[src/hw/embi_defines.vh]
// constants shared by the external memory bus interface files
`ifndef EMBI_DEFINES_VH
`define EMBI_DEFINES_VH

// ************************************************************
// bus configuration field layout
// ************************************************************
`define EMBI_CFG_W        8
`define EMBI_CFG_WS_HI    1
`define EMBI_CFG_WS_LO    0
`define EMBI_CFG_WIDE     6
`define EMBI_CFG_DEMUX    7
`define EMBI_REGIONS      4
`define EMBI_REGION_W     2
`define EMBI_CFG_ALL_W    32

// ************************************************************
// bus widths
// ************************************************************
`define EMBI_ADDR_W       20
`define EMBI_DATA_W       16
`define EMBI_BYTE_W       8

// ************************************************************
// timing in reference clock cycles
// ************************************************************
`define EMBI_CNT_W        4
`define EMBI_OSC_PER_WS   4'h2
`define EMBI_STRB_BASE    4'h2
`define EMBI_CNT_ONE      4'h1
`define EMBI_CNT_ZERO     4'h0

`endif

[src/hw/embi_top.v]
// external memory bus controller: mux/demux read and write cycles
`timescale 1ns/1ps
`include "embi_defines.vh"

module embi_top (
  input  wire                        REF_CLK,
  input  wire                        RST,
  input  wire                        CE,
  input  wire                        REQ,
  input  wire                        WR,
  input  wire [`EMBI_REGION_W-1:0]   REGION,
  input  wire [`EMBI_ADDR_W-1:0]     ADDR,
  input  wire [`EMBI_DATA_W-1:0]     WDATA,
  input  wire [`EMBI_CFG_ALL_W-1:0]  BUS_CONFIG,
  input  wire                        READY_EN,
  input  wire                        READY,
  input  wire [`EMBI_DATA_W-1:0]     AD_IN,
  output reg  [`EMBI_DATA_W-1:0]     AD_OUT,
  output reg                         AD_OE,
  output reg  [`EMBI_ADDR_W-1:0]     ADDR_OUT,
  output reg                         ALE,
  output reg  [`EMBI_REGIONS-1:0]    CS_N,
  output reg                         RD_N,
  output reg                         WR_N,
  output reg  [`EMBI_DATA_W-1:0]     RDATA,
  output reg                         DONE,
  output reg                         BUSY
);

  // ************************************************************
  // states
  // ************************************************************
  localparam [4:0] ST_IDLE  = 5'h01;
  localparam [4:0] ST_ADDR  = 5'h02;
  localparam [4:0] ST_LATCH = 5'h04;
  localparam [4:0] ST_STRB  = 5'h08;
  localparam [4:0] ST_HOLD  = 5'h10;

  // ************************************************************
  // functions
  // ************************************************************
  function [`EMBI_CFG_W-1:0] cfg_of;
    input [`EMBI_CFG_ALL_W-1:0] all;
    input [`EMBI_REGION_W-1:0]  idx;
    begin
      cfg_of = all[idx*`EMBI_CFG_W +: `EMBI_CFG_W];
    end
  endfunction

  function [`EMBI_REGIONS-1:0] cs_low;
    input [`EMBI_REGION_W-1:0] idx;
    reg   [`EMBI_REGIONS-1:0]  one;
    begin
      one    = {{(`EMBI_REGIONS-1){1'b0}}, 1'b1};
      cs_low = ~(one << idx);
    end
  endfunction

  // base strobe plus two cycles for each wait state
  function [`EMBI_CNT_W-1:0] strb_len;
    input [1:0] ws;
    begin
      strb_len = `EMBI_STRB_BASE + ({2'b00, ws} * `EMBI_OSC_PER_WS);
    end
  endfunction

  function [`EMBI_DATA_W-1:0] lane_mask;
    input                     wide;
    input [`EMBI_DATA_W-1:0]  d;
    begin
      if (wide) begin
        lane_mask = d;
      end else begin
        lane_mask = {{`EMBI_BYTE_W{1'b0}}, d[`EMBI_BYTE_W-1:0]};
      end
    end
  endfunction

  // ************************************************************
  // input synchronisers
  // ************************************************************
  reg [`EMBI_DATA_W-1:0] ad_in_s1_reg;
  reg [`EMBI_DATA_W-1:0] ad_in_s2_reg;
  reg                    ready_s1_reg;
  reg                    ready_s2_reg;

  always @(posedge REF_CLK or posedge RST) begin
    if (RST) begin
      ad_in_s1_reg <= {`EMBI_DATA_W{1'b0}};
      ad_in_s2_reg <= {`EMBI_DATA_W{1'b0}};
      ready_s1_reg <= 1'b1;
      ready_s2_reg <= 1'b1;
    end else if (CE) begin
      ad_in_s1_reg <= AD_IN;
      ad_in_s2_reg <= ad_in_s1_reg;
      ready_s1_reg <= READY;
      ready_s2_reg <= ready_s1_reg;
    end
  end

  // ************************************************************
  // cycle state
  // ************************************************************
  reg [4:0]                  state_reg;
  reg                        wr_reg;
  reg                        demux_reg;
  reg                        wide_reg;
  reg                        rdy_en_reg;
  reg [1:0]                  ws_reg;
  reg [`EMBI_DATA_W-1:0]     wdata_reg;
  reg [`EMBI_CFG_W-1:0]      cfg_sel;

  wire ctr_load;
  wire ctr_dec;
  wire ctr_expired;
  wire ready_stall;

  always @* begin
    cfg_sel = cfg_of(BUS_CONFIG, REGION);
  end

  // slow memory holds ready low to stretch a multiplexed cycle
  assign ready_stall = !demux_reg && rdy_en_reg && !ready_s2_reg;
  assign ctr_load    = (state_reg == ST_LATCH);
  assign ctr_dec     = (state_reg == ST_STRB) && !ctr_expired;

  embi_wait_ctr u_wait_ctr (
    .clk      (REF_CLK),
    .rst      (RST),
    .ce       (CE),
    .load     (ctr_load),
    .load_val (strb_len(ws_reg)),
    .dec      (ctr_dec),
    .expired  (ctr_expired)
  );

  // ************************************************************
  // bus sequencer
  // ************************************************************
  always @(posedge REF_CLK or posedge RST) begin
    if (RST) begin
      state_reg  <= ST_IDLE;
      wr_reg     <= 1'b0;
      demux_reg  <= 1'b0;
      wide_reg   <= 1'b0;
      rdy_en_reg <= 1'b0;
      ws_reg     <= 2'b00;
      wdata_reg  <= {`EMBI_DATA_W{1'b0}};
      AD_OUT     <= {`EMBI_DATA_W{1'b0}};
      AD_OE      <= 1'b0;
      ADDR_OUT   <= {`EMBI_ADDR_W{1'b0}};
      ALE        <= 1'b0;
      CS_N       <= {`EMBI_REGIONS{1'b1}};
      RD_N       <= 1'b1;
      WR_N       <= 1'b1;
      RDATA      <= {`EMBI_DATA_W{1'b0}};
      DONE       <= 1'b0;
      BUSY       <= 1'b0;
    end else if (CE) begin
      DONE <= 1'b0;
      case (state_reg)
        ST_IDLE: begin
          if (REQ) begin
            wr_reg     <= WR;
            ws_reg     <= cfg_sel[`EMBI_CFG_WS_HI:`EMBI_CFG_WS_LO];
            demux_reg  <= cfg_sel[`EMBI_CFG_DEMUX];
            wide_reg   <= cfg_sel[`EMBI_CFG_WIDE];
            rdy_en_reg <= READY_EN;
            wdata_reg  <= lane_mask(cfg_sel[`EMBI_CFG_WIDE], WDATA);
            ADDR_OUT   <= ADDR;
            CS_N       <= cs_low(REGION);
            BUSY       <= 1'b1;
            if (!cfg_sel[`EMBI_CFG_DEMUX]) begin
              // address goes out on the shared pins first
              AD_OUT <= ADDR[`EMBI_DATA_W-1:0];
              AD_OE  <= 1'b1;
              ALE    <= 1'b1;
            end
            state_reg <= ST_ADDR;
          end
        end
        ST_ADDR: begin
          // latch strobe falls while address still sits on the pins
          ALE       <= 1'b0;
          state_reg <= ST_LATCH;
        end
        ST_LATCH: begin
          // address leaves the shared pins in the same cycle the strobe falls
          AD_OUT    <= wdata_reg;
          AD_OE     <= wr_reg;
          RD_N      <= wr_reg;
          WR_N      <= !wr_reg;
          state_reg <= ST_STRB;
        end
        ST_STRB: begin
          if (ctr_expired && !ready_stall) begin
            RD_N      <= 1'b1;
            WR_N      <= 1'b1;
            state_reg <= ST_HOLD;
          end
        end
        ST_HOLD: begin
          // synchroniser output was sampled while the strobe was still low
          if (!wr_reg) begin
            RDATA <= lane_mask(wide_reg, ad_in_s2_reg);
          end
          // chip select ends only after data was taken
          CS_N      <= {`EMBI_REGIONS{1'b1}};
          AD_OE     <= 1'b0;
          DONE      <= 1'b1;
          BUSY      <= 1'b0;
          state_reg <= ST_IDLE;
        end
        default: begin
          state_reg <= ST_IDLE;
        end
      endcase
    end
  end

endmodule

[src/hw/embi_wait_ctr.v]
// strobe length counter: loaded at strobe start, counts down to one
`timescale 1ns/1ps
`include "embi_defines.vh"

module embi_wait_ctr (
  input  wire                   clk,
  input  wire                   rst,
  input  wire                   ce,
  input  wire                   load,
  input  wire [`EMBI_CNT_W-1:0] load_val,
  input  wire                   dec,
  output wire                   expired
);

  reg [`EMBI_CNT_W-1:0] count_reg;
  reg [`EMBI_CNT_W-1:0] count_next;

  always @* begin
    count_next = count_reg;
    if (load) begin
      count_next = load_val;
    end else if (dec && (count_reg != `EMBI_CNT_ZERO)) begin
      count_next = count_reg - `EMBI_CNT_ONE;
    end
  end

  always @(posedge clk or posedge rst) begin
    if (rst) begin
      count_reg <= `EMBI_CNT_ZERO;
    end else if (ce) begin
      count_reg <= count_next;
    end
  end

  assign expired = (count_reg == `EMBI_CNT_ONE);

endmodule

[config.mk]
export PLATFORM = sky130hd
export DESIGN_NAME = embi_top
export DESIGN_NICKNAME = d
export VERILOG_FILES = /design/src/hw/embi_top.v /design/src/hw/embi_wait_ctr.v
export VERILOG_INCLUDE_DIRS = /design/src /design/src/hw
export SDC_FILE = /design/constraint.sdc
export NUM_CORES = 1
export LEC_CHECK = 0
export ABC_AREA = 1
export BUFFER_PORTS_ARGS = -buffer_cell sky130_fd_sc_hd__buf_2
export CORE_MARGIN = 3
export CORE_UTILIZATION = 56
export DETAILED_ROUTE_END_ITERATION = 8
export GPL_ROUTABILITY_DRIVEN = 0
export PLACE_DENSITY = 0.95
export SETUP_SLACK_MARGIN = 0.2
export SYNTH_ARGS = -nofsm -noshare
export SYNTH_HDL_FRONTEND = slang
export SYNTH_SLANG_ARGS = --single-unit
[constraint.sdc]
create_clock -name REF_CLK -period 5.95 [get_ports REF_CLK]
set_input_delay 0.2975 -clock REF_CLK [delete_from_list [all_inputs] [get_ports REF_CLK]]
set_output_delay 0.2975 -clock REF_CLK [all_outputs]
set_load 0.03 [all_outputs]
Yosys cells after proc, flatten, opt, wreduce, memory -nomap -nowiden
Index checks and enable logic that the tools add are counted.
{"block": "word_totals", "ff_bits": 127, "in_bits": 93, "output_inout_bits": 62, "word_cells": 85}
{"block": "op_classes", "add_sub_neg": 2, "n_eq_ne": 9, "shifts": 2, "muxes": 22, "bitwise_logic": 2, "n_reduce_logical": 26}
{"cell": "$mux 16", "count": 4}
{"cell": "$pmux 16 s2", "count": 1}
{"cell": "$shiftx 32x6->8", "count": 1}
{"cell": "$pmux 5 s4", "count": 1}
{"cell": "$reduce_and 3->1", "count": 5}
{"cell": "$mux 4", "count": 3}
{"cell": "$reduce_and 4->1", "count": 3}
{"cell": "$mux 5", "count": 2}
{"cell": "$reduce_bool 2->1", "count": 5}
{"cell": "$pmux 1 s2", "count": 4}
{"cell": "$pmux 4 s2", "count": 1}
{"cell": "$eq 5x1->1 const B", "count": 1}
{"cell": "$eq 5x2->1 const B", "count": 1}
{"cell": "$eq 5x3->1 const B", "count": 1}
{"cell": "$eq 5x4->1 const B", "count": 1}
{"cell": "$eq 5x5->1 const B", "count": 1}
{"cell": "$logic_and 1x1->1", "count": 5}
{"cell": "$logic_not 1->1", "count": 5}
{"cell": "$mux 1", "count": 5}
{"cell": "$add 2x3->4 const A", "count": 1}
{"cell": "$eq 4x1->1 const B", "count": 1}
{"cell": "$ne 2x2->1 const B", "count": 2}
{"cell": "$not 4->4", "count": 1}
{"cell": "$reduce_bool 4->1", "count": 1}
{"cell": "other kinds (7)", "count": 7}

Longest topological paths before layout
{"block": "depth", "ltp_word": 7, "depth_mapped": 10}

Cells and area by module
Synthesis repeated with hierarchy kept, for this count alone.
{"block": "hier_totals", "hier_cells": 656, "hier_area_um2": 5629.1}
{"mod": "embi_top", "n_inst": 1, "cells_each": 612, "area_per_inst_um2": 5318.9, "seq_area_each_um2": 3089.2}
{"mod": "embi_wait_ctr", "n_inst": 1, "cells_each": 44, "area_per_inst_um2": 310.3, "seq_area_each_um2": 100.1}

Worst setup path after synthesis
No wires, ideal clock.
{"block": "synth_path", "path_kind": "flip-flop to flip-flop", "from": "register state_reg[0]", "to": "register wr_reg", "setup_time_ps": 127, "arrival_time_ps": 1325, "required_ps": 5823, "path_slack_ps": 4498, "stages_incl_launch_ff": 8, "path_buffers": 2, "cell_sequence": "dfstp_2 inv_2 nor2_1 nand3_2 nor2_2 buf_6 buf_4 o21ai_0"}
{"block": "synth_between", "elab_chain_len": 2}
{"element": "start, declared", "line": "embi_top.v:104", "rtl": "reg [4:0] state_reg;"}
{"element": "start signal, assigned", "line": "embi_top.v:142", "rtl": "state_reg <= ST_IDLE;"}
{"element": "start signal, assigned", "line": "embi_top.v:179", "rtl": "state_reg <= ST_ADDR;"}
{"element": "start signal, assigned", "line": "embi_top.v:185", "rtl": "state_reg <= ST_LATCH;"}
{"element": "$eq 5x1->1", "line": "embi_top.v:161", "rtl": "case (state_reg)"}
{"element": "$reduce_and 3->1 (no source line)"}
{"element": "end signal, assigned", "line": "embi_top.v:143", "rtl": "wr_reg <= 1'b0;"}
{"element": "end signal, assigned", "line": "embi_top.v:164", "rtl": "wr_reg <= WR;"}
{"element": "end, declared", "line": "embi_top.v:105", "rtl": "reg wr_reg;"}
Every way passes these cells.
A chain may end at the register's enable or synchronous reset.

Worst setup path in the final report
{"block": "layout_path", "from": "register state_reg[1]", "to": "register AD_OUT[3]"}
{"block": "layout_between", "elab_chain_len": 3, "word_cells_on_any_way": 7, "cone_classes": "eq/ne: 4; mux: 1; reduce/logical: 2"}
{"element": "$eq 5x1->1 or $eq 5x3->1 (tied branches)", "line": "embi_top.v:161"}
{"element": "$ne 2x2->1 (no source line) or $reduce_bool 2->1 (tied branches)"}
{"element": "$reduce_and 4->1 (no source line)"}
{"element": "end signal, assigned", "line": "embi_top.v:149", "rtl": "AD_OUT <= {`EMBI_DATA_W{1'b0}};"}
{"element": "end signal, assigned", "line": "embi_top.v:175", "rtl": "AD_OUT <= ADDR[`EMBI_DATA_W-1:0];"}
{"element": "end signal, assigned", "line": "embi_top.v:189", "rtl": "AD_OUT <= wdata_reg;"}
{"element": "end, declared", "line": "embi_top.v:18", "rtl": "output reg [`EMBI_DATA_W-1:0] AD_OUT,"}
Parallel ways exist; a longest one is shown, timed or not.

==> out/metrics.yaml <==
status:
  outcome: "finished clean"
timing:
  slew_headroom_pct: 39.05
  finalSetupTns_ns: 0
  number_of_max_slew_violations_in_the_final_report: 0
  finClkSkew_ns: 0.008291
  max_clk_rate_ghz: 0.4019
  hold_violations: 0
  setup_viol: 0
  tightest_slew_ns: 0.9142
  finalCriticalPeriod_ns: 2.488
  rsz0062_at_grt: "false"
  post-route-period-util_pct: 41.81
setup_path:
  cpPeakStageDelay_ns: 0.64
  critical_path.slowest_cell: "nand2_2"
  end_kind: "register"
  critical_path.most_common_cell: "nand2_1"
  worst-setup-path-type: "register to register"
  setup.worst_path.start_class: "register"
  worstPathArrival_ns: 2.89
  crit_path_max_fanout: 36
  cp_data_required_time_ns: 6.36
  path_cells: "nor2_2, nand3_2, nand2_2, nand2_4, nand2_1, nand2_1"
synthesis:
  post_synth_num_cell_types: 28
  ys_ff_latch: 127
  synth_top_cells_by_area: "dfrtp_1 (54%), nand2_1 (20%), o21ai_0 (5.9%)"
  netlist_area_mm2: 0.005485
  cell_accounting_for_the_most_synthesized_area: "dfrtp_1"
  synth_warnings: 0
  mapped_nets: 753
  synth_sequential_area_ratio_pct: 58.14
  average_size_of_a_mapped_cell_um2: 8.349
  post_synth_inst_count: 657
  post-synth-top-area-fraction_pct: 53.83
final_layout:
  layout_common_cells: "nand2_1 (296), buf_2 (138), dfrtp_1 (118)"
  layout.cells.most_common: "nand2_1"
  fin_nets: 921
  antenna-diode-count: 0
  n_fill_cell: 634
  largest_reg_flops: 20
  area.growth.synth_to_final_pct: 30.18
  regMostFlops: "ADDR_OUT"
  layout.cells.non_filler: 967
  post_route_cells_drive_above_1_share_pct: 23.63
floorplanning:
  dieArea_mm2: 0.01102
  fp.dieH_um: 105.0
  placeableCoreArea_mm2: 0.009371
  floorplan.rows: 35
  chipWidth_um: 105.0
  initial_utilization_pct: 58.53
  io_pins: 155
global_routing:
  met3_usage_pct: 5.683
  global_route.usage.met2_pct: 46.98
  busiest_grt_layer: "met2"
  grt_start_max_net_pins: 76
  first_pass_grt_wire_length_mm: 23.98
  grt_remaining_overflow: 0
  first_global_vias: 4928
  grt_util_met1_pct: 34.23
  grt_usage_pct: 27.37
  grt_antenna_before_repair: 0
drt:
  via_count: 5057
  drt_iter0_drc: 510
  first_pass_iters: 6
  route.antenna.remaining_nets: 0
  vias_per_std_cell: 5.230
  detail_route.drc_violations: 0
  finalWirelength_mm: 14.66
  wire_per_inst_um: 15.16
placed_design:
  buffer_ports.inserted: 138
  detailedPlacementHpwl_mm: 8.788
  place_inst: 899
clock_network:
  root_buffer: "clkbuf_8"
  post-cts-setup-buffers: 0
  cts_tree: "built"
  cts.sink_count: 127
  cts.repair.resized: 0
  cts-htree-levels: 4
  clk_latency_ns: 0.52
  path_clk_slew_ns: 0.07
  cts_made_buffers: 17
  cts_buffer_depth: 2
  cts-hold-fix-buffers: 36
worst_hold_path:
  hold_class: "input pin to register"
job:
  cap_violations: 0
power:
  power.leakage_nw: 3.877
  vdd_ir_drop_max_uv: 387.4
  power_w: 0.003663
  pwr_density_cell_mw_per_mm2: 513.0
## critical path, delay by kind of cell (launching register included)
kind,cells,cell delay [ns]
and+or+nand+nor,6,1.93
DFF,1,0.42
## logic make-up (layout without fill, tap and decap cells)
| logic type | after synthesis | in the layout | share of synthesized area (%) |
|---|---|---|---|
| AO/OA/AOI/OAI | 78 | 78 | 7.276 |
| AND/OR/NAND/NOR | 370 | 370 | 27.49 |
| buffers and inverters | 79 | 260 | 6.410 |
| flip-flops | 127 | 127 | 58.14 |
| adder cells (fa/ha/maj) | 3 | 3 | 0.6844 |
## per-stage QoR
stage | instance area, µm² | worst slack, ns | util (%) | hold WS, ns
final | 7141 | 3.462 | 76.19 | 0.01735
after global routing | 7141 | 3.265 | 76.19 | 0.007522
after CTS | 7141 | 3.513 | 76.19 | 0.00001976
after detailed placement | 6207 | 3.521 | 66.24 | 0.4258
after global placement | 6207 | 3.610 | 66.24 | 0.4342
after floorplan | 5485 | 2.283 | - | 0.3937
## synthesized netlist by cell type, drive strengths merged
cell and number:
a21oi 2, a22oi 2, a31oi 1, buf 17, clkbuf 11, dfrtp 118, dfstp 9, ha 3
inv 51, nand2 300, nand3 39, nand3b 1, nand4 6, nor2 22, nor3 1, o21ai 72
o21bai 1, or2 1
## power by group
group          total, W  internal [W]  switching [W]
registers       0.00133       0.00116       0.000168
logic           0.00134      0.000375       0.000965
clock network  0.000992      0.000606       0.000386
## final timing paths
check                             startpoint  cells after the start          end  slack (ns)
worst min-delay path                 ADDR[3]                      3  ADDR_OUT[3]        0.02
worst max register to register  state_reg[1]                      6    AD_OUT[3]        3.46
worst min register to register          RD_N                      2         RD_N        0.46
max in group asynchronous                RST                      4    demux_reg        4.18
worst max-delay path            state_reg[1]                      6    AD_OUT[3]        3.46
min in group asynchronous                RST                      3    RDATA[13]        0.43
## metal layers
metal	share of wire, %	routed length (µm)
met5	0	0
met4	2.1	314
met1	40	5803
met2	52	7679
met3	5.9	864
## final cells by class
class | instances | area, µm² | share of cell area [%]
Timing Repair Buffer | 177 | 1074 | 15.03
Inverter | 51 | 193.9 | 2.716
Sequential cell | 127 | 3189 | 44.66
Clock buffer | 19 | 431.7 | 6.045
Multi-Input combinational cell | 451 | 1949 | 27.30
Clock inverter | 13 | 141.4 | 1.980
Tap cell | 129 | 161.4 | 2.260
No activity file was read; power rests on OpenSTA's default activity.
